### src/logic/lcd_cfg_pkg.sv
// Register map, field positions and timing constants of the segment LCD control
package lcd_cfg_pkg;
   // Register offsets
   localparam logic [7:0] OFF_MAIN_CONFIG = 8'h95;
   localparam logic [7:0] OFF_CLOCK_CONFIG = 8'h96;
   localparam logic [7:0] OFF_PIN_SELECT_LOW = 8'h97;
   localparam logic [7:0] OFF_VOLTAGE_CONFIG = 8'h9C;
   localparam logic [7:0] OFF_MEMORY_INDEX = 8'hAC;
   localparam logic [7:0] OFF_MEMORY_PORT = 8'hAE;
   localparam logic [7:0] OFF_FRAME_CONTROL = 8'hB1;
   localparam logic [7:0] OFF_PIN_SELECT_HIGH = 8'hED;
   // Main configuration fields
   localparam int BIT_DRIVER_ON = 7;
   localparam int BIT_SEGMENT_MEMORY_CLEAR = 6;
   localparam int BIT_BLINK_ON = 5;
   localparam int BIT_SLEEP_DISPLAY_OFF = 4;
   localparam int BIT_FRAME_CLOCK_SELECT = 3;
   localparam int BIT_BIAS_SELECT = 2;
   localparam int POS_MULTIPLEX_SELECT = 0;
   // Clock configuration fields
   localparam int POS_BLINK_SOURCE_MODE = 6;
   localparam int POS_BLINK_RATE_SELECT = 4;
   localparam int POS_FRAME_DIVIDER = 0;
   // Frame control fields
   localparam int BIT_FRAME_INVERT = 6;
   localparam int BIT_FRAME_UPDATE_DONE = 1;
   localparam int BIT_REFRESH_HOLD = 0;
   // Writable mask of frame control; bit 1 is set by hardware only
   localparam logic [7:0] FRAME_CONTROL_WMASK = 8'h41;
   localparam logic [7:0] VOLTAGE_CONFIG_WMASK = 8'h7F;
   // Reset values
   localparam logic [7:0] RESET_VALUE = 8'h00;
   // Timing
   localparam int CLK_HZ = 100_000_000;
   localparam int FAST_FRAME_HZ = 2048;
   localparam int SLOW_FRAME_HZ = 128;
   localparam int FAST_TICK_CYCLES = CLK_HZ / FAST_FRAME_HZ;
   localparam int SLOW_TICK_CYCLES = CLK_HZ / SLOW_FRAME_HZ;
   localparam int SEGMENT_BYTES = 18;

   typedef enum logic [1:0] {
      MUX_RESERVED = 2'b00,
      MUX_TWO = 2'b01,
      MUX_THREE = 2'b10,
      MUX_FOUR = 2'b11
   } mux_type;

   typedef enum logic [1:0] {
      SHARED_OFF = 2'b00,
      SHARED_SEGMENT = 2'b01,
      SHARED_BACKPLANE = 2'b10
   } pin_role_type;

   // Roles of the two shared pins
   typedef struct packed {
      pin_role_type pin_a;
      pin_role_type pin_b;
   } shared_role_type;

   // Byte-wide special-function register access
   typedef struct packed {
      logic wr;
      logic rd;
      logic [7:0] addr;
      logic [7:0] wdata;
   } sfr_req_type;

   // Frame engine settings
   typedef struct packed {
      logic active;
      logic slow_clock;
      logic bias_third;
      logic [1:0] mux;
      logic [3:0] divider;
      logic invert;
   } frame_cfg_type;
endpackage

### src/logic/lcd_frame_timer.sv
// Frame tick generator: base clock from the selected rate, then divided
`timescale 1ns/1ps
module lcd_frame_timer #(
   parameter int FAST_CYCLES = lcd_cfg_pkg::FAST_TICK_CYCLES,
   parameter int SLOW_CYCLES = lcd_cfg_pkg::SLOW_TICK_CYCLES
) (
   // Clock and reset
   input wire logic mclk,
   input wire logic reset,
   // Settings
   input wire logic run,
   input wire logic slow_clock,
   input wire logic [3:0] divider,
   // Frame start pulse
   output logic frame_tick
);
   import lcd_cfg_pkg::*;

   initial begin
      if (FAST_CYCLES < 1 || SLOW_CYCLES < FAST_CYCLES) begin
         $error("lcd_frame_timer: bad cycle counts");
      end
   end

   logic [31:0] base_cnt_r;
   logic [4:0] div_cnt_r;
   logic base_tick;

   assign base_tick = slow_clock ? (base_cnt_r >= 32'(SLOW_CYCLES - 1))
                                 : (base_cnt_r >= 32'(FAST_CYCLES - 1));

   always_ff @(posedge mclk) begin
      if (reset || !run || base_tick) begin
         base_cnt_r <= 32'h0;
      end else begin
         base_cnt_r <= base_cnt_r + 32'h1;
      end
   end

   // A frame spans divider+1 base periods
   always_ff @(posedge mclk) begin
      if (reset || !run) begin
         div_cnt_r <= 5'h0;
         frame_tick <= 1'b0;
      end else if (base_tick && div_cnt_r >= {1'b0, divider}) begin
         div_cnt_r <= 5'h0;
         frame_tick <= 1'b1;
      end else begin
         if (base_tick) begin
            div_cnt_r <= div_cnt_r + 5'h1;
         end
         frame_tick <= 1'b0;
      end
   end
endmodule // lcd_frame_timer

### src/logic/lcd_segment_driver_config.sv
// Segment LCD driver configuration, data memory and frame control
//
// Operation
// Enable bit activates waveform generation
// Clear bit zeroes all segment data
// Blink bit enables blink per clock register
// Sleep-off clear: sleep follows enable bit
// Sleep-off set: driver off in sleep
// Software enables voltage reference before sleep
// Clock select: 0 fast, 1 slow rate
// Mux 01: two-way, pins are segments
// Mux 10: pin a segment, b backplane
// Mux 11: pin a, b both backplanes
// Module operates in every power mode
// Drives panel up to 17 by 4
// Pin select registers route shared pins
// Clock register holds frame, blink timing
// Refresh hold freezes display, resumes next frame
// Done flag set when new frame loaded
// Bias bit: half or third bias
// Data reached through index and port
`timescale 1ns/1ps
module lcd_segment_driver_config
   import lcd_cfg_pkg::*;
#(
   parameter int MEM_BYTES = lcd_cfg_pkg::SEGMENT_BYTES,
   parameter int FAST_CYCLES = lcd_cfg_pkg::FAST_TICK_CYCLES,
   parameter int SLOW_CYCLES = lcd_cfg_pkg::SLOW_TICK_CYCLES
) (
   // Clock and reset
   input wire logic mclk,
   input wire logic reset,
   // Register port
   input wire lcd_cfg_pkg::sfr_req_type sfr_req,
   output logic [7:0] sfr_rdata,
   // Power state
   input wire logic deep_sleep_state,
   // Frame engine view
   output lcd_cfg_pkg::frame_cfg_type frame_cfg,
   output logic frame_start,
   output logic blink_on,
   output logic [1:0] blink_source_mode,
   output logic [1:0] blink_rate_select,
   output logic [7:0] lcd_voltage_config,
   output lcd_cfg_pkg::shared_role_type shared_role,
   output logic [15:0] pin_select,
   // Displayed segment data
   output logic [8*lcd_cfg_pkg::SEGMENT_BYTES-1:0] display_data
);
   initial begin
      if (MEM_BYTES < 1 || MEM_BYTES > SEGMENT_BYTES) begin
         $error("lcd_segment_driver_config: MEM_BYTES out of range");
      end
   end

   logic [7:0] lcd_main_config_r;
   logic [7:0] lcd_clock_config_r;
   logic [7:0] lcd_pin_select_low_r;
   logic [7:0] lcd_voltage_config_r;
   logic [7:0] lcd_memory_index_r;
   logic [7:0] lcd_frame_control_r;
   logic [7:0] lcd_pin_select_high_r;
   logic [7:0] seg_mem_r [SEGMENT_BYTES];
   logic sleep_r;
   logic sleep_sync_r;
   logic driver_active;
   logic tick;
   logic frame_active_r;

   function automatic logic hit(input sfr_req_type r, input logic [7:0] off);
      hit = r.addr == off;
   endfunction

   // Power state comes from another domain
   always_ff @(posedge mclk) begin
      if (reset) begin
         sleep_sync_r <= 1'b0;
         sleep_r <= 1'b0;
      end else begin
         sleep_sync_r <= deep_sleep_state;
         sleep_r <= sleep_sync_r;
      end
   end

   // Clear bit is a command; hardware drops it once memory is zeroed
   always_ff @(posedge mclk) begin
      if (reset) begin
         lcd_main_config_r <= RESET_VALUE;
      end else if (sfr_req.wr && hit(sfr_req, OFF_MAIN_CONFIG)) begin
         lcd_main_config_r <= sfr_req.wdata;
      end else begin
         lcd_main_config_r[BIT_SEGMENT_MEMORY_CLEAR] <= 1'b0;
      end
   end

   always_ff @(posedge mclk) begin
      if (reset) begin
         lcd_clock_config_r <= RESET_VALUE;
         lcd_pin_select_low_r <= RESET_VALUE;
         lcd_pin_select_high_r <= RESET_VALUE;
         lcd_voltage_config_r <= RESET_VALUE;
      end else if (sfr_req.wr) begin
         if (hit(sfr_req, OFF_CLOCK_CONFIG)) begin
            lcd_clock_config_r <= sfr_req.wdata;
         end else if (hit(sfr_req, OFF_PIN_SELECT_LOW)) begin
            lcd_pin_select_low_r <= sfr_req.wdata;
         end else if (hit(sfr_req, OFF_PIN_SELECT_HIGH)) begin
            lcd_pin_select_high_r <= sfr_req.wdata;
         end else if (hit(sfr_req, OFF_VOLTAGE_CONFIG)) begin
            lcd_voltage_config_r <= sfr_req.wdata & VOLTAGE_CONFIG_WMASK;
         end
      end
   end

   // Index register wraps nothing: out-of-range indices read zero
   always_ff @(posedge mclk) begin
      if (reset) begin
         lcd_memory_index_r <= RESET_VALUE;
      end else if (sfr_req.wr && hit(sfr_req, OFF_MEMORY_INDEX)) begin
         lcd_memory_index_r <= sfr_req.wdata;
      end
   end

   // Segment memory: clear overrides a write in the same cycle
   always_ff @(posedge mclk) begin
      if (reset || lcd_main_config_r[BIT_SEGMENT_MEMORY_CLEAR]) begin
         for (int i = 0; i < SEGMENT_BYTES; i++) begin
            seg_mem_r[i] <= 8'h00;
         end
      end else if (sfr_req.wr && hit(sfr_req, OFF_MEMORY_PORT)
                   && lcd_memory_index_r < 8'(MEM_BYTES)) begin
         seg_mem_r[lcd_memory_index_r[4:0]] <= sfr_req.wdata;
      end
   end

   // Frame control: done flag set by hardware wins over a clearing write
   always_ff @(posedge mclk) begin
      if (reset) begin
         lcd_frame_control_r <= RESET_VALUE;
      end else begin
         if (sfr_req.wr && hit(sfr_req, OFF_FRAME_CONTROL)) begin
            lcd_frame_control_r <= (sfr_req.wdata & FRAME_CONTROL_WMASK)
               | (lcd_frame_control_r & ~FRAME_CONTROL_WMASK
                  & {8{sfr_req.wdata[BIT_FRAME_UPDATE_DONE]}});
         end
         if (tick && !lcd_frame_control_r[BIT_REFRESH_HOLD]) begin
            lcd_frame_control_r[BIT_FRAME_UPDATE_DONE] <= 1'b1;
         end
      end
   end

   // Sleep gating; awake the enable bit alone decides
   assign driver_active = lcd_main_config_r[BIT_DRIVER_ON]
      && !(sleep_r && lcd_main_config_r[BIT_SLEEP_DISPLAY_OFF]);

   lcd_frame_timer #(
      .FAST_CYCLES(FAST_CYCLES),
      .SLOW_CYCLES(SLOW_CYCLES)
   ) u_timer (
      .mclk(mclk),
      .reset(reset),
      .run(driver_active),
      .slow_clock(lcd_main_config_r[BIT_FRAME_CLOCK_SELECT]),
      .divider(lcd_clock_config_r[POS_FRAME_DIVIDER +: 4]),
      .frame_tick(tick)
   );

   // Display copy updated only at frame start and only when not held
   always_ff @(posedge mclk) begin
      if (reset) begin
         display_data <= '0;
      end else if (tick && !lcd_frame_control_r[BIT_REFRESH_HOLD]) begin
         for (int i = 0; i < SEGMENT_BYTES; i++) begin
            display_data[8*i +: 8] <= seg_mem_r[i];
         end
      end
   end

   always_ff @(posedge mclk) begin
      if (reset) begin
         frame_start <= 1'b0;
         frame_active_r <= 1'b0;
      end else begin
         frame_start <= tick;
         frame_active_r <= driver_active;
      end
   end

   // Settings handed to the waveform stage
   always_ff @(posedge mclk) begin
      if (reset) begin
         frame_cfg <= '0;
         blink_on <= 1'b0;
         blink_source_mode <= 2'b00;
         blink_rate_select <= 2'b00;
         lcd_voltage_config <= RESET_VALUE;
         pin_select <= 16'h0000;
      end else begin
         frame_cfg.active <= driver_active;
         frame_cfg.slow_clock <= lcd_main_config_r[BIT_FRAME_CLOCK_SELECT];
         frame_cfg.bias_third <= lcd_main_config_r[BIT_BIAS_SELECT];
         frame_cfg.mux <= lcd_main_config_r[POS_MULTIPLEX_SELECT +: 2];
         frame_cfg.divider <= lcd_clock_config_r[POS_FRAME_DIVIDER +: 4];
         frame_cfg.invert <= lcd_frame_control_r[BIT_FRAME_INVERT];
         blink_on <= lcd_main_config_r[BIT_BLINK_ON];
         blink_source_mode <= lcd_clock_config_r[POS_BLINK_SOURCE_MODE +: 2];
         blink_rate_select <= lcd_clock_config_r[POS_BLINK_RATE_SELECT +: 2];
         lcd_voltage_config <= lcd_voltage_config_r;
         pin_select <= {lcd_pin_select_high_r, lcd_pin_select_low_r};
      end
   end

   // Shared pin roles follow the multiplex level; reserved code leaves both off
   always_ff @(posedge mclk) begin
      if (reset) begin
         shared_role <= '{SHARED_OFF, SHARED_OFF};
      end else begin
         case (mux_type'(lcd_main_config_r[POS_MULTIPLEX_SELECT +: 2]))
            MUX_TWO: begin
               shared_role <= '{SHARED_SEGMENT, SHARED_SEGMENT};
            end
            MUX_THREE: begin
               shared_role <= '{SHARED_SEGMENT, SHARED_BACKPLANE};
            end
            MUX_FOUR: begin
               shared_role <= '{SHARED_BACKPLANE, SHARED_BACKPLANE};
            end
            default: begin
               shared_role <= '{SHARED_OFF, SHARED_OFF};
            end
         endcase
      end
   end

   // Read data registered one cycle after the read strobe
   always_ff @(posedge mclk) begin
      if (reset) begin
         sfr_rdata <= 8'h00;
      end else if (sfr_req.rd) begin
         if (hit(sfr_req, OFF_MAIN_CONFIG)) begin
            sfr_rdata <= lcd_main_config_r;
         end else if (hit(sfr_req, OFF_CLOCK_CONFIG)) begin
            sfr_rdata <= lcd_clock_config_r;
         end else if (hit(sfr_req, OFF_PIN_SELECT_LOW)) begin
            sfr_rdata <= lcd_pin_select_low_r;
         end else if (hit(sfr_req, OFF_VOLTAGE_CONFIG)) begin
            sfr_rdata <= lcd_voltage_config_r;
         end else if (hit(sfr_req, OFF_MEMORY_INDEX)) begin
            sfr_rdata <= lcd_memory_index_r;
         end else if (hit(sfr_req, OFF_MEMORY_PORT)) begin
            sfr_rdata <= (lcd_memory_index_r < 8'(MEM_BYTES))
               ? seg_mem_r[lcd_memory_index_r[4:0]] : 8'h00;
         end else if (hit(sfr_req, OFF_FRAME_CONTROL)) begin
            sfr_rdata <= lcd_frame_control_r;
         end else if (hit(sfr_req, OFF_PIN_SELECT_HIGH)) begin
            sfr_rdata <= lcd_pin_select_high_r;
         end else begin
            sfr_rdata <= 8'h00;
         end
      end
   end
endmodule // lcd_segment_driver_config

### config.mk
export PLATFORM = sky130hd
export DESIGN_NAME = lcd_segment_driver_config
export DESIGN_NICKNAME = d
export VERILOG_FILES = /design/src/logic/lcd_cfg_pkg.sv /design/src/logic/lcd_frame_timer.sv /design/src/logic/lcd_segment_driver_config.sv
export SDC_FILE = /design/constraint.sdc
export NUM_CORES = 1
export LEC_CHECK = 0
export BUFFER_PORTS_ARGS = -buffer_cell sky130_fd_sc_hd__buf_2
export CAP_MARGIN = 0
export CORE_ASPECT_RATIO = 0.7
export CORE_MARGIN = 3
export CORE_UTILIZATION = 30
export DETAILED_ROUTE_END_ITERATION = 8
export GPL_ROUTABILITY_DRIVEN = 0
export SLEW_MARGIN = 15
export SYNTH_ARGS = -nofsm -noshare
export SYNTH_HDL_FRONTEND = slang
export SYNTH_SLANG_ARGS = --single-unit
### constraint.sdc
create_clock -name mclk -period 2.36 [get_ports mclk]
set_input_delay 0.236 -clock mclk [delete_from_list [all_inputs] [get_ports mclk]]
set_output_delay 0.236 -clock mclk [all_outputs]
set_load 0.1 [all_outputs]
* Yosys cells after proc, flatten, opt, wreduce, memory -nomap -nowiden
Memory sizes are Yosys's and may differ from the RTL's. A register that Yosys moved wholly into a read port is not among the register bits.
Index checks and enable logic that the tools add are counted.
** Storage, ports and cells
- Memory bits (writable) :: 144
- Memories kept :: 1
- Register bits after elaboration :: 146
- Logic and storage cells :: 100
** Memory list
- seg_mem_r :: depth 18, width 8, rd ports 19, clocked after memory_dff 19, wr ports 18, line lcd_segment_driver_config.sv:63 : logic [7:0] seg_mem_r [SEGMENT_BYTES];
** Operators by class
- Eq/ne operators :: 11
- Add/subtract/negate cells :: 2
- Multiplexer cells :: 24
- Magnitude comparators :: 4
- Reduce and logical (&&, ||, !) cells :: 23
- Bitwise operators :: 6
** Operators by type and width (number)
- 8-bit 2-to-1 mux :: 10
- 8-bit == test, second input constant :: 8
- 32-bit by 1-bit adder with 32-bit output, second input constant :: 1
- 32-bit by 16-bit greater-or-equal comparator with 1-bit output, second input constant :: 1
- 32-bit by 20-bit greater-or-equal comparator with 1-bit output, second input constant :: 1
- 5-bit 2-to-1 mux :: 3
- 4-bit one-hot mux with 3 select lines :: 1
- 1-bit logical AND :: 9
- 1-bit 2-to-1 mux :: 9
- 8-bit AND :: 1
- 8-bit by 5-bit less-than comparator with 1-bit output, second input constant :: 1
- 7-bit by 8-bit bitwise OR with 8-bit output :: 1
- 8-bit OR reduction :: 1
- 5-bit by 1-bit adder with 5-bit output, second input constant :: 1
- 5-bit by 4-bit greater-or-equal comparator with 1-bit output :: 1
- 5-bit AND reduction :: 1
- 2-bit == test, second input constant :: 2
- 1-bit NOT :: 4
- 4-bit AND reduction :: 1
- 2-bit OR reduction :: 2
- 1-bit logical NOT :: 3
- 1-bit logical OR :: 3
- 3-bit AND reduction :: 1
- 2-bit by 1-bit == test with 1-bit output, second input constant :: 1
- 3 further kinds :: 3

* Logic depth before layout (Yosys ltp)
Gate-level depths: netlist of the first run.
- Depth in word-level cells :: 9
- Mapped depth :: 10

* Hierarchy
Synthesis of the first run repeated with hierarchy kept, for this count alone.
** Unflattened totals
- Cells, all modules :: 1964
- Area total of the unflattened synthesis :: 21795.9 um^2
** By module, submodules not included
- lcd_segment_driver_config :: instances 1, cells an instance 1793, seq. area each 12832.3 um^2, area an instance 20188.1 um^2
- lcd_frame_timer :: instances 1, cells an instance 171, seq. area each 760.7 um^2, area an instance 1607.8 um^2

* Worst setup path after synthesis of the first run
No wires, ideal clock.
- Path kind :: input port to flip-flop
- Start :: input port sfr_req[8] (netlist bit)
- End :: memory seg_mem_r[4][0] (enable)
- Buffers on the path :: 4
- Library setup time :: 0.329 ns
- Arrival time :: 1.961 ns
- Slack :: 0.070 ns
- Stages on the path :: 10
- Cells stage by stage :: buf_2 > nand2b_4 > nor4_2 > and3_1 > and3_1 > buf_4 > buf_6 > buf_12 > nand3_4 > nand2_1
** RTL lines
- start: declaration :: line lcd_segment_driver_config.sv:34 : input wire lcd_cfg_pkg::sfr_req_type sfr_req,
- end: declaration :: line lcd_segment_driver_config.sv:63

==> insert_results.sql, run 1 <==
INSERT INTO impl_metrics (metric_group, metric, value, unit) VALUES
('placement', 'place_hpwl', '48300', 'µm'),
('sta', 'period_needed', '2.32', 'ns'),
('cts', 'ctsRootBufferMaster', 'sky130_fd_sc_hd__clkbuf_16', ''),
('flow_run', 'maximum_capacitance_violations', '0', ''),
('worst_setup_path', 'worst_setup_path_end_kind', 'flip-flop', ''),
('synth', 'synth_top_cell_area_share', '35.6', '%'),
('sta', 'timing.final.crit_share', '98.4', '%'),
('worst_setup_path', 'path_delay_family', 'simple AND/OR/NAND/NOR gates', ''),
('detailed_routing', 'firstDrtPassIters', '5', ''),
('floorplanning', 'initial_utilization', '30.6', '%'),
('grt', 'vias_in_the_first_global_route', '15400', ''),
('cts', 'tritoncts.num_buffers', '54', ''),
('synth', 'syn_area', '21600', 'µm²'),
('finish', 'ff_latch_area', '13600', 'µm²'),
('worst_setup_path', 'crit_path_max_fanout', '9', ''),
('cts', 'cts_tree', 'built', ''),
('synth', 'yosys-top-cells-count', '402 x sky130_fd_sc_hd__nand2_1, 295 x sky130_fd_sc_hd__dfxtp_1, 256 x sky130_fd_sc_hd__edfxtp_1', ''),
('cts', 'clk_path_buf_depth', '3', ''),
('cts', 'clkTransAtPathRegs', '0.07', 'ns'),
('sta', 'clock.fmax', '431', 'MHz'),
('synth', 'count_of_flip_flops_with_a_built_in_enable_after_synthesis', '256', ''),
('sta', 'fin_worst_hold_slack', '0.0543', 'ns'),
('finish', 'finalNonFillerCells', '3288', ''),
('power', 'power', '19.9', 'mW'),
('synth', 'ys.flop_type', 'sky130_fd_sc_hd__dfxtp_1', ''),
('worst_setup_path', 'worst_ep_arrival_time', '2.60', 'ns'),
('outcome', 'outcome', 'finished clean', ''),
('grt', 'antenna_found_initial', '1', ''),
('detailed_routing', 'route.detailed.drc', '0', ''),
('worst_setup_path', 'critical_path.slowest_cell', 'sky130_fd_sc_hd__o31ai_2', ''),
('worst_setup_path', 'path_buf_inv', '2', ''),
('sta', 'worst_pin_slew', '1.11', 'ns'),
('synth', 'synth-seq-area-share', '62.9', '%'),
('finish', 'post_route_cells_drive_above_1_share', '22.1', '%'),
('synth', 'synth_area_per_cell', '11.3', 'µm²'),
('placement', 'placed_cell_area', '24800', 'µm²'),
('finish', 'fill_cells', '6966', ''),
('sta', 'grt_setup_unrepaired', 'false', ''),
('worst_setup_path', 'critical_path.max_stage_delay', '0.41', 'ns'),
('sta', 'timing_max_transition_violations_final', '0', ''),
('placement', 'post_place_cells', '3179', ''),
('synth', 'yosysWarningCount', '0', ''),
('floorplanning', 'placement_rows', '81', ''),
('synth', 'postSynthCellCount', '1912', ''),
('power', 'p_leak', '10.0', 'nW'),
('cts', 'cts.sinks', '551', ''),
('worst_setup_path', 'critical_path.cell_chain', 'o31ai_2, and3_1, and3_1, buf_12, buf_12, nand3_4, nand2_1', ''),
('synth', 'synthTopCellsByArea', 'sky130_fd_sc_hd__edfxtp_1 36%, sky130_fd_sc_hd__dfxtp_1 27%, sky130_fd_sc_hd__nand2_1 7.0%, sky130_fd_sc_hd__mux4_2 6.7%, sky130_fd_sc_hd__a21oi_1 4.8%', ''),
('floorplanning', 'die-height', '230', 'µm'),
('finish', 'multi_input_comb_area', '7840', 'µm²'),
('synth', 'unique_cell_type_count_in_the_yosys_netlist', '66', ''),
('floorplanning', 'number_of_ports_placed_on_the_die_boundary', '217', ''),
('grt', 'grt_pass1_wl', '97200', 'µm'),
('finish', 'finish.net_count', '2322', ''),
('power', 'power_density_of_the_placed_cells', '743', 'nW/µm²'),
('finish', 'final_design_area_no_fill', '26800', 'µm²'),
('finish', 'antenna_cells_inserted', '0', ''),
('synth', 'post-synth-top-count-cell', 'sky130_fd_sc_hd__nand2_1', ''),
('sta', 'final-hold-violation-count', '0', ''),
('synth', 'synthArstFlopShare', '0', '%'),
('synth', 'synth_area_leader', 'sky130_fd_sc_hd__edfxtp_1', ''),
('detailed_routing', 'wl_per_cell', '20.0', 'µm'),
('sta', 'layout_setup_ws', '0.0379', 'ns'),
('floorplanning', 'die_width', '327', 'µm'),
('detailed_routing', 'ant_nets', '0', ''),
('detailed_routing', 'postRouteWirelength', '65700', 'µm'),
('sta', 'finalClockSkew', '0.0332', 'ns'),
('finish', 'area_growth_syn_to_layout', '24.0', '%'),
('floorplanning', 'core_area', '70500', 'µm²'),
('detailed_routing', 'dr.first_iter.drc_count', '1679', ''),
('cts', 'cts_htree_levels', '2', '');
[report_power, final]
| group | switching, mW | total [mW] | internal [mW] |
|---|---|---|---|
| clock network | 3.75 | 9.18 | 5.43 |
| logic | 0.333 | 0.466 | 0.133 |
| registers | 0.119 | 10.2 | 10.1 |
| total | 4.21 | 19.9 | 15.7 |
[final timing paths]
check / to / slack [ns] / cells after the start / startpoint
worst max-delay path: seg_mem_r[8][6] / 0.04 / 7 / lcd_memory_index_r[1]
worst min-delay path: lcd_main_config_r[0] / 0.05 / 3 / sfr_req[0]
worst max register to register: seg_mem_r[8][6] / 0.04 / 7 / lcd_memory_index_r[1]
worst min register to register: display_data[34] / 0.45 / 2 / display_data[34]
[sequential cells by signal (all words and copies together) (netlist names), 2 cells and up, named ones only]
register and count:
blink_source_mode 2, lcd_voltage_config 7, frame_cfg 10, lcd_pin_select_low_r 8
lcd_pin_select_high_r 8, pin_select 16, lcd_voltage_config_r 7, lcd_memory_index_r 8
u_timer.div_cnt_r 5, blink_rate_select 2, lcd_main_config_r 8, sfr_rdata 8
shared_role 4, lcd_frame_control_r 8, seg_mem_r 256, display_data 144
lcd_clock_config_r 8, u_timer.base_cnt_r 32
[cell families after synthesis]
family	Yosys count	synth area share (%)
xor gates and xnor gates	18	0.730
other	1	0.0174
adders and majority gates	11	0.637
buffers and inverters	153	3.09
AOI/OAI and AO/OA	287	7.53
muxes	100	8.38
DFF	551	62.9
and+or+nand+nor	791	16.7
[placed cells by master, fill, tap and decap left out, types with 6 or more instances in the layout]
cell                              n
sky130_fd_sc_hd__nor2_1         199
sky130_fd_sc_hd__and3_1           7
sky130_fd_sc_hd__dlygate4sd3_1    9
sky130_fd_sc_hd__a211oi_1        17
sky130_fd_sc_hd__clkbuf_8         9
sky130_fd_sc_hd__nand3_4         10
sky130_fd_sc_hd__mux2_2           7
sky130_fd_sc_hd__conb_1         125
sky130_fd_sc_hd__edfxtp_1       256
sky130_fd_sc_hd__and2_1           8
sky130_fd_sc_hd__inv_1           23
sky130_fd_sc_hd__mux2i_1         29
sky130_fd_sc_hd__buf_4           86
sky130_fd_sc_hd__bufinv_16        8
sky130_fd_sc_hd__buf_2          214
sky130_fd_sc_hd__clkinvlp_4       7
sky130_fd_sc_hd__o21ai_0         16
sky130_fd_sc_hd__ha_1            11
sky130_fd_sc_hd__nor2b_1         57
sky130_fd_sc_hd__a22oi_1         12
sky130_fd_sc_hd__nand2_1        398
sky130_fd_sc_hd__mux4_2          64
sky130_fd_sc_hd__nand3_1         48
sky130_fd_sc_hd__nor3_1           6
sky130_fd_sc_hd__buf_12          16
sky130_fd_sc_hd__a21oi_1        206
sky130_fd_sc_hd__xor2_1          11
sky130_fd_sc_hd__nand4_1          6
sky130_fd_sc_hd__nand2_2          6
sky130_fd_sc_hd__o221ai_1         6
sky130_fd_sc_hd__clkbuf_16       55
sky130_fd_sc_hd__xnor2_1          7
sky130_fd_sc_hd__dfxtp_1        291
sky130_fd_sc_hd__clkinv_2         8
[through the flow]
stage          setup TNS [ns]  util (%)
6_report                    0      38.0
5_1_grt                     0      38.0
4_1_cts                     0      37.9
3_5_place_dp            -2.06      35.1
3_3_place_gp          -0.0554      35.1
2_1_floorplan               0         -
[routing by layer]
| metal | vias up | routed length [µm] | GRT usage [%] |
|---|---|---|---|
| met5 | - | 13 | 0 |
| met3 | 94 | 6580 | 5.66 |
| met2 | 609 | 29800 | 26.3 |
| met1 | 7851 | 27900 | 22.7 |
| met4 | 2 | 1460 | 4.45 |
| li1 | 7326 | - | - |
[layout make-up]
type,instances,share of cell area (%)
clock buffers,67,5.64
well taps,954,4.46
multi-input cells,1332,29.3
clock inverters,33,1.49
inverters,24,0.336
repair buffers,327,8.03
flip-flops and latches,551,50.8
[worst register-to-register path, stage by stage (launching register included)]
cell                      delay [ns]
sky130_fd_sc_hd__dfxtp_1        0.32
sky130_fd_sc_hd__o31ai_2        0.41
sky130_fd_sc_hd__and3_1         0.30
sky130_fd_sc_hd__and3_1         0.26
sky130_fd_sc_hd__buf_12         0.18
sky130_fd_sc_hd__buf_12         0.14
sky130_fd_sc_hd__nand3_4        0.06
sky130_fd_sc_hd__nand2_1        0.32
[what timing repair did]
action	4_1_cts	5_1_grt
resized for setup	1	8
gates cloned	0	0
endpoints found under the hold margin	33	0
pin swaps	0	0
hold buffers	9	0
setup endpoints to repair	84	39
Note: power is estimated with default switching activity, not from simulation.
==> run 2, diff against run 1 <==
--- a/config.mk
+++ b/config.mk
@@ -7,12 +7,16 @@
 export LEC_CHECK = 0
 export BUFFER_PORTS_ARGS = -buffer_cell sky130_fd_sc_hd__buf_2
 export CAP_MARGIN = 0
+export CELL_PAD_IN_SITES_DETAIL_PLACEMENT = 1
+export CELL_PAD_IN_SITES_GLOBAL_PLACEMENT = 2
 export CORE_ASPECT_RATIO = 0.7
 export CORE_MARGIN = 3
 export CORE_UTILIZATION = 30
 export DETAILED_ROUTE_END_ITERATION = 8
 export GPL_ROUTABILITY_DRIVEN = 0
+export PLACE_DENSITY_LB_ADDON = 0.1
 export SLEW_MARGIN = 15
 export SYNTH_ARGS = -nofsm -noshare
 export SYNTH_HDL_FRONTEND = slang
 export SYNTH_SLANG_ARGS = --single-unit
+export TNS_END_PERCENT = 30
==> run 2 against run 1 <==
  * Utilization grew 1.1 points
  * Largest cell class unchanged
  * Sequential cell count is the same
  * Maximum frequency grew 1.6%
  * Setup slack gained 0.036 ns
  * Highest routed layer is now met4
  * Count of clock-buffer cells in the layout grew 20
  * Largest power group unchanged
==> insert_results.sql, run 2 (same netlist as run 1, synthesis figures left out) <==
INSERT INTO impl_metrics (metric_group, metric, value, unit) VALUES
('outcome', 'outcome', 'finished clean', ''),
('worst_setup_path', 'timing.reg2reg.setup_slack', '0.07', 'ns'),
('finish', 'top_register', 'seg_mem_r', ''),
('sta', 'final-hold-violation-count', '0', ''),
('flow_run', 'maximum_capacitance_violations', '0', ''),
('sta', 'timing.final.crit_share', '96.9', '%'),
('finish', 'post_route_cells_drive_above_1_share', '23.2', '%'),
('worst_setup_path', 'crit_path_max_fanout', '32', ''),
('finish', 'finish.net_count', '2382', ''),
('worst_setup_path', 'critical_path_required', '2.83', 'ns'),
('grt', 'globalRouteMet2Util', '29.5', '%'),
('placement', 'place_hpwl', '51900', 'µm'),
('detailed_routing', 'route.detailed.drc', '0', ''),
('floorplanning', 'core_area', '70500', 'µm²'),
('cts', 'worst_skew_pair.late_latency', '0.63', 'ns'),
('grt', 'grt_util_met1', '27.1', '%'),
('sta', 'timing_max_transition_violations_final', '0', ''),
('detailed_routing', 'ant_nets', '0', ''),
('power', 'power_share_of_the_clock_group', '45.7', '%'),
('finish', 'largest_register_ff_count', '256', ''),
('detailed_routing', 'postRouteWirelength', '72200', 'µm'),
('detailed_routing', 'firstDrtPassIters', '5', ''),
('worst_setup_path', 'cp-start-kind', 'flip-flop', ''),
('floorplanning', 'number_of_ports_placed_on_the_die_boundary', '217', ''),
('finish', 'area_growth_syn_to_layout', '27.7', '%'),
('worst_setup_path', 'critical_path_class', 'flip-flop to flip-flop', ''),
('cts', 'cts_htree_levels', '2', ''),
('power', 'power', '19.9', 'mW'),
('grt', 'top_usage_layer', 'met2', ''),
('placement', 'place_worst_setup_slack', '0.0132', 'ns'),
('worst_setup_path', 'worstRegToRegCells', '8', ''),
('placement', 'buffer_ports.inserted', '215', ''),
('worst_setup_path', 'worst_ep_arrival_time', '2.76', 'ns'),
('finish', 'fill_cells', '7793', ''),
('grt', 'grt_pass1_wl', '106000', 'µm'),
('power', 'power_density_of_the_placed_cells', '721', 'nW/µm²'),
('placement', 'placed_cell_area', '25500', 'µm²'),
('detailed_routing', 'detail_route.vias_per_cell', '4.76', ''),
('worst_hold_path', 'worst_hold_path_type', 'primary input to flip-flop', ''),
('detailed_routing', 'wl_per_cell', '21.5', 'µm'),
('grt', 'grt_overflow_total', '0', ''),
('power', 'internal_pwr_total', '15.6', 'mW'),
('sta', 'layout_setup_ws', '0.0737', 'ns'),
('grt', 'vias_in_the_first_global_route', '16300', ''),
('worst_setup_path', 'worst_setup_path_end_kind', 'flip-flop', ''),
('sta', 'finalClockSkew', '0.0146', 'ns'),
('power', 'power_switching_share', '21.6', '%'),
('sta', 'period_needed', '2.29', 'ns'),
('power', 'power.share.combinational', '2.8', '%'),
('power', 'p_leak', '10.5', 'nW'),
('floorplanning', 'die-height', '230', 'µm'),
('finish', 'antenna_cells_inserted', '0', ''),
('placement', 'post_place_cells', '3223', ''),
('cts', 'cts_tree', 'built', ''),
('sta', 'fin_worst_hold_slack', '0.242', 'ns'),
('sta', 'clock.fmax', '437', 'MHz'),
('finish', 'layout.cells.most_common_list', '402 x sky130_fd_sc_hd__nand2_1, 292 x sky130_fd_sc_hd__dfxtp_1, 256 x sky130_fd_sc_hd__edfxtp_1, 214 x sky130_fd_sc_hd__buf_2, 205 x sky130_fd_sc_hd__a21oi_1', ''),
('floorplanning', 'dieArea', '75300', 'µm²'),
('cts', 'clkTransAtPathRegs', '0.07', 'ns'),
('finish', 'finalNonFillerCells', '3352', ''),
('floorplanning', 'placement_rows', '81', ''),
('sta', 'worst_pin_slew', '0.865', 'ns'),
('power', 'worst_ir_drop_on_vdd', '0.000516', 'V'),
('finish', 'final_design_area_no_fill', '27600', 'µm²'),
('detailed_routing', 'vias', '16000', ''),
('sta', 'slew_headroom', '42.3', '%'),
('grt', 'grt_use_met3', '3.37', '%'),
('grt', 'track_usage', '18.8', '%'),
('power', 'power.sequential.fraction', '51.5', '%'),
('worst_setup_path', 'worst_r2r_endpoint', 'sfr_rdata[7]', ''),
('finish', 'top_regs', 'seg_mem_r (256), display_data (144), u_timer.base_cnt_r (32)', ''),
('cts', 'cts.sinks', '551', ''),
('power', 'p_sw', '4.30', 'mW'),
('floorplanning', 'die_width', '327', 'µm'),
('sta', 'grt_setup_unrepaired', 'true', ''),
('worst_setup_path', 'cp-endpoint', 'sfr_rdata[7]', ''),
('floorplanning', 'initial_utilization', '30.6', '%'),
('grt', 'antenna_found_initial', '1', ''),
('detailed_routing', 'dr.first_iter.drc_count', '1153', ''),
('finish', 'layout.cells.most_common', 'sky130_fd_sc_hd__nand2_1', ''),
('sta', 'setup_viol', '0', ''),
('cts', 'clk_path_buf_depth', '3', ''),
('cts', 'tritoncts.num_buffers', '58', ''),
('cts', 'ctsRootBufferMaster', 'sky130_fd_sc_hd__clkbuf_16', ''),
('grt', 'grt_max_degree', '103', '');
[run 2: cell count changes in the layout (fill, tap and decap cells not counted), moves of 3 or more]
cell / change
sky130_fd_sc_hd__buf_4: +22
sky130_fd_sc_hd__dlygate4sd3_1: +3
sky130_fd_sc_hd__clkbuf_16: +5
sky130_fd_sc_hd__clkbuf_1: +15
sky130_fd_sc_hd__bufinv_16: -4
sky130_fd_sc_hd__nand2_1: +4
sky130_fd_sc_hd__clkinvlp_4: -7
sky130_fd_sc_hd__buf_12: +31
sky130_fd_sc_hd__nand2_2: -4
sky130_fd_sc_hd__clkinv_1: +5
[run 2: per-layer routing]
metal / up-vias / wire, µm
met5: - / 0
met1: 8096 / 34800
met3: 77 / 3620
met4: 0 / 1190
li1: 7445 / -
met2: 354 / 32600
[run 2: how the worst min path moves through the flow]
stage / start / end / slack [ns] / cells past startpoint
final: sfr_req[11] / lcd_main_config_r[0] / 0.24 / 6
after global routing: sfr_req[17] / lcd_voltage_config_r[4] / 0.26 / 4
after CTS: sfr_req[11] / lcd_main_config_r[0] / 0.20 / 6
after detailed placement: lcd_frame_control_r[7] / lcd_frame_control_r[7] / 0.45 / 1
after global placement: display_data[56] / display_data[56] / 0.44 / 2
after floorplan: sfr_req[16] / sfr_rdata[7] / 0.34 / 1
[run 2: what timing repair did]
item | in CTS | in global routing
setup endpoints to repair | 1 | 53
setup buffers | 0 | 8
pin swaps | 0 | 0
cloned | 0 | 1
hold buffers | 12 | 0
hold endpoints to repair | 49 | 0
resized for setup | 1 | 8
[run 2: power groups by stage]
stage / Combinational [mW] / Sequential (mW) / Clock [mW]
6_report: 0.550 / 10.2 / 9.10
5_1_grt: 0.601 / 10.2 / 9.78
4_1_cts: 0.545 / 10.2 / 9.41
3_5_place_dp: 0.526 / 10.5 / 0
3_3_place_gp: 0.522 / 10.5 / 0
2_1_floorplan: 0.278 / 10.4 / 0
[run 2: critical path, stage by stage (launching register included)]
cell and delay (ns):
sky130_fd_sc_hd__dfxtp_4 0.47, sky130_fd_sc_hd__buf_12 0.13, sky130_fd_sc_hd__buf_12 0.21, sky130_fd_sc_hd__mux4_2 0.33, sky130_fd_sc_hd__mux4_2 0.47, sky130_fd_sc_hd__nand2_1 0.07, sky130_fd_sc_hd__o21ai_0 0.08, sky130_fd_sc_hd__a211oi_1 0.24
sky130_fd_sc_hd__a2111oi_1 0.08
[run 2: area by class of cell]
class                   count  area, µm²  area share, %
clock buffers              87       1660           6.03
multi-input cells        1332       7850           28.5
clock inverters            21        198          0.717
repair buffers            383       2980           10.8
inverters                  24       90.1          0.327
flip-flops and latches    551      13600           49.3
well taps                 954       1190           4.33
[run 2: metrics by stage]
stage / util, % / TNS (ns)
2_1_floorplan: - / 0
3_3_place_gp: 36.1 / -0.00128
3_5_place_dp: 36.1 / 0
4_1_cts: 38.9 / 0
5_1_grt: 39.1 / -0.0165
6_report: 39.1 / 0
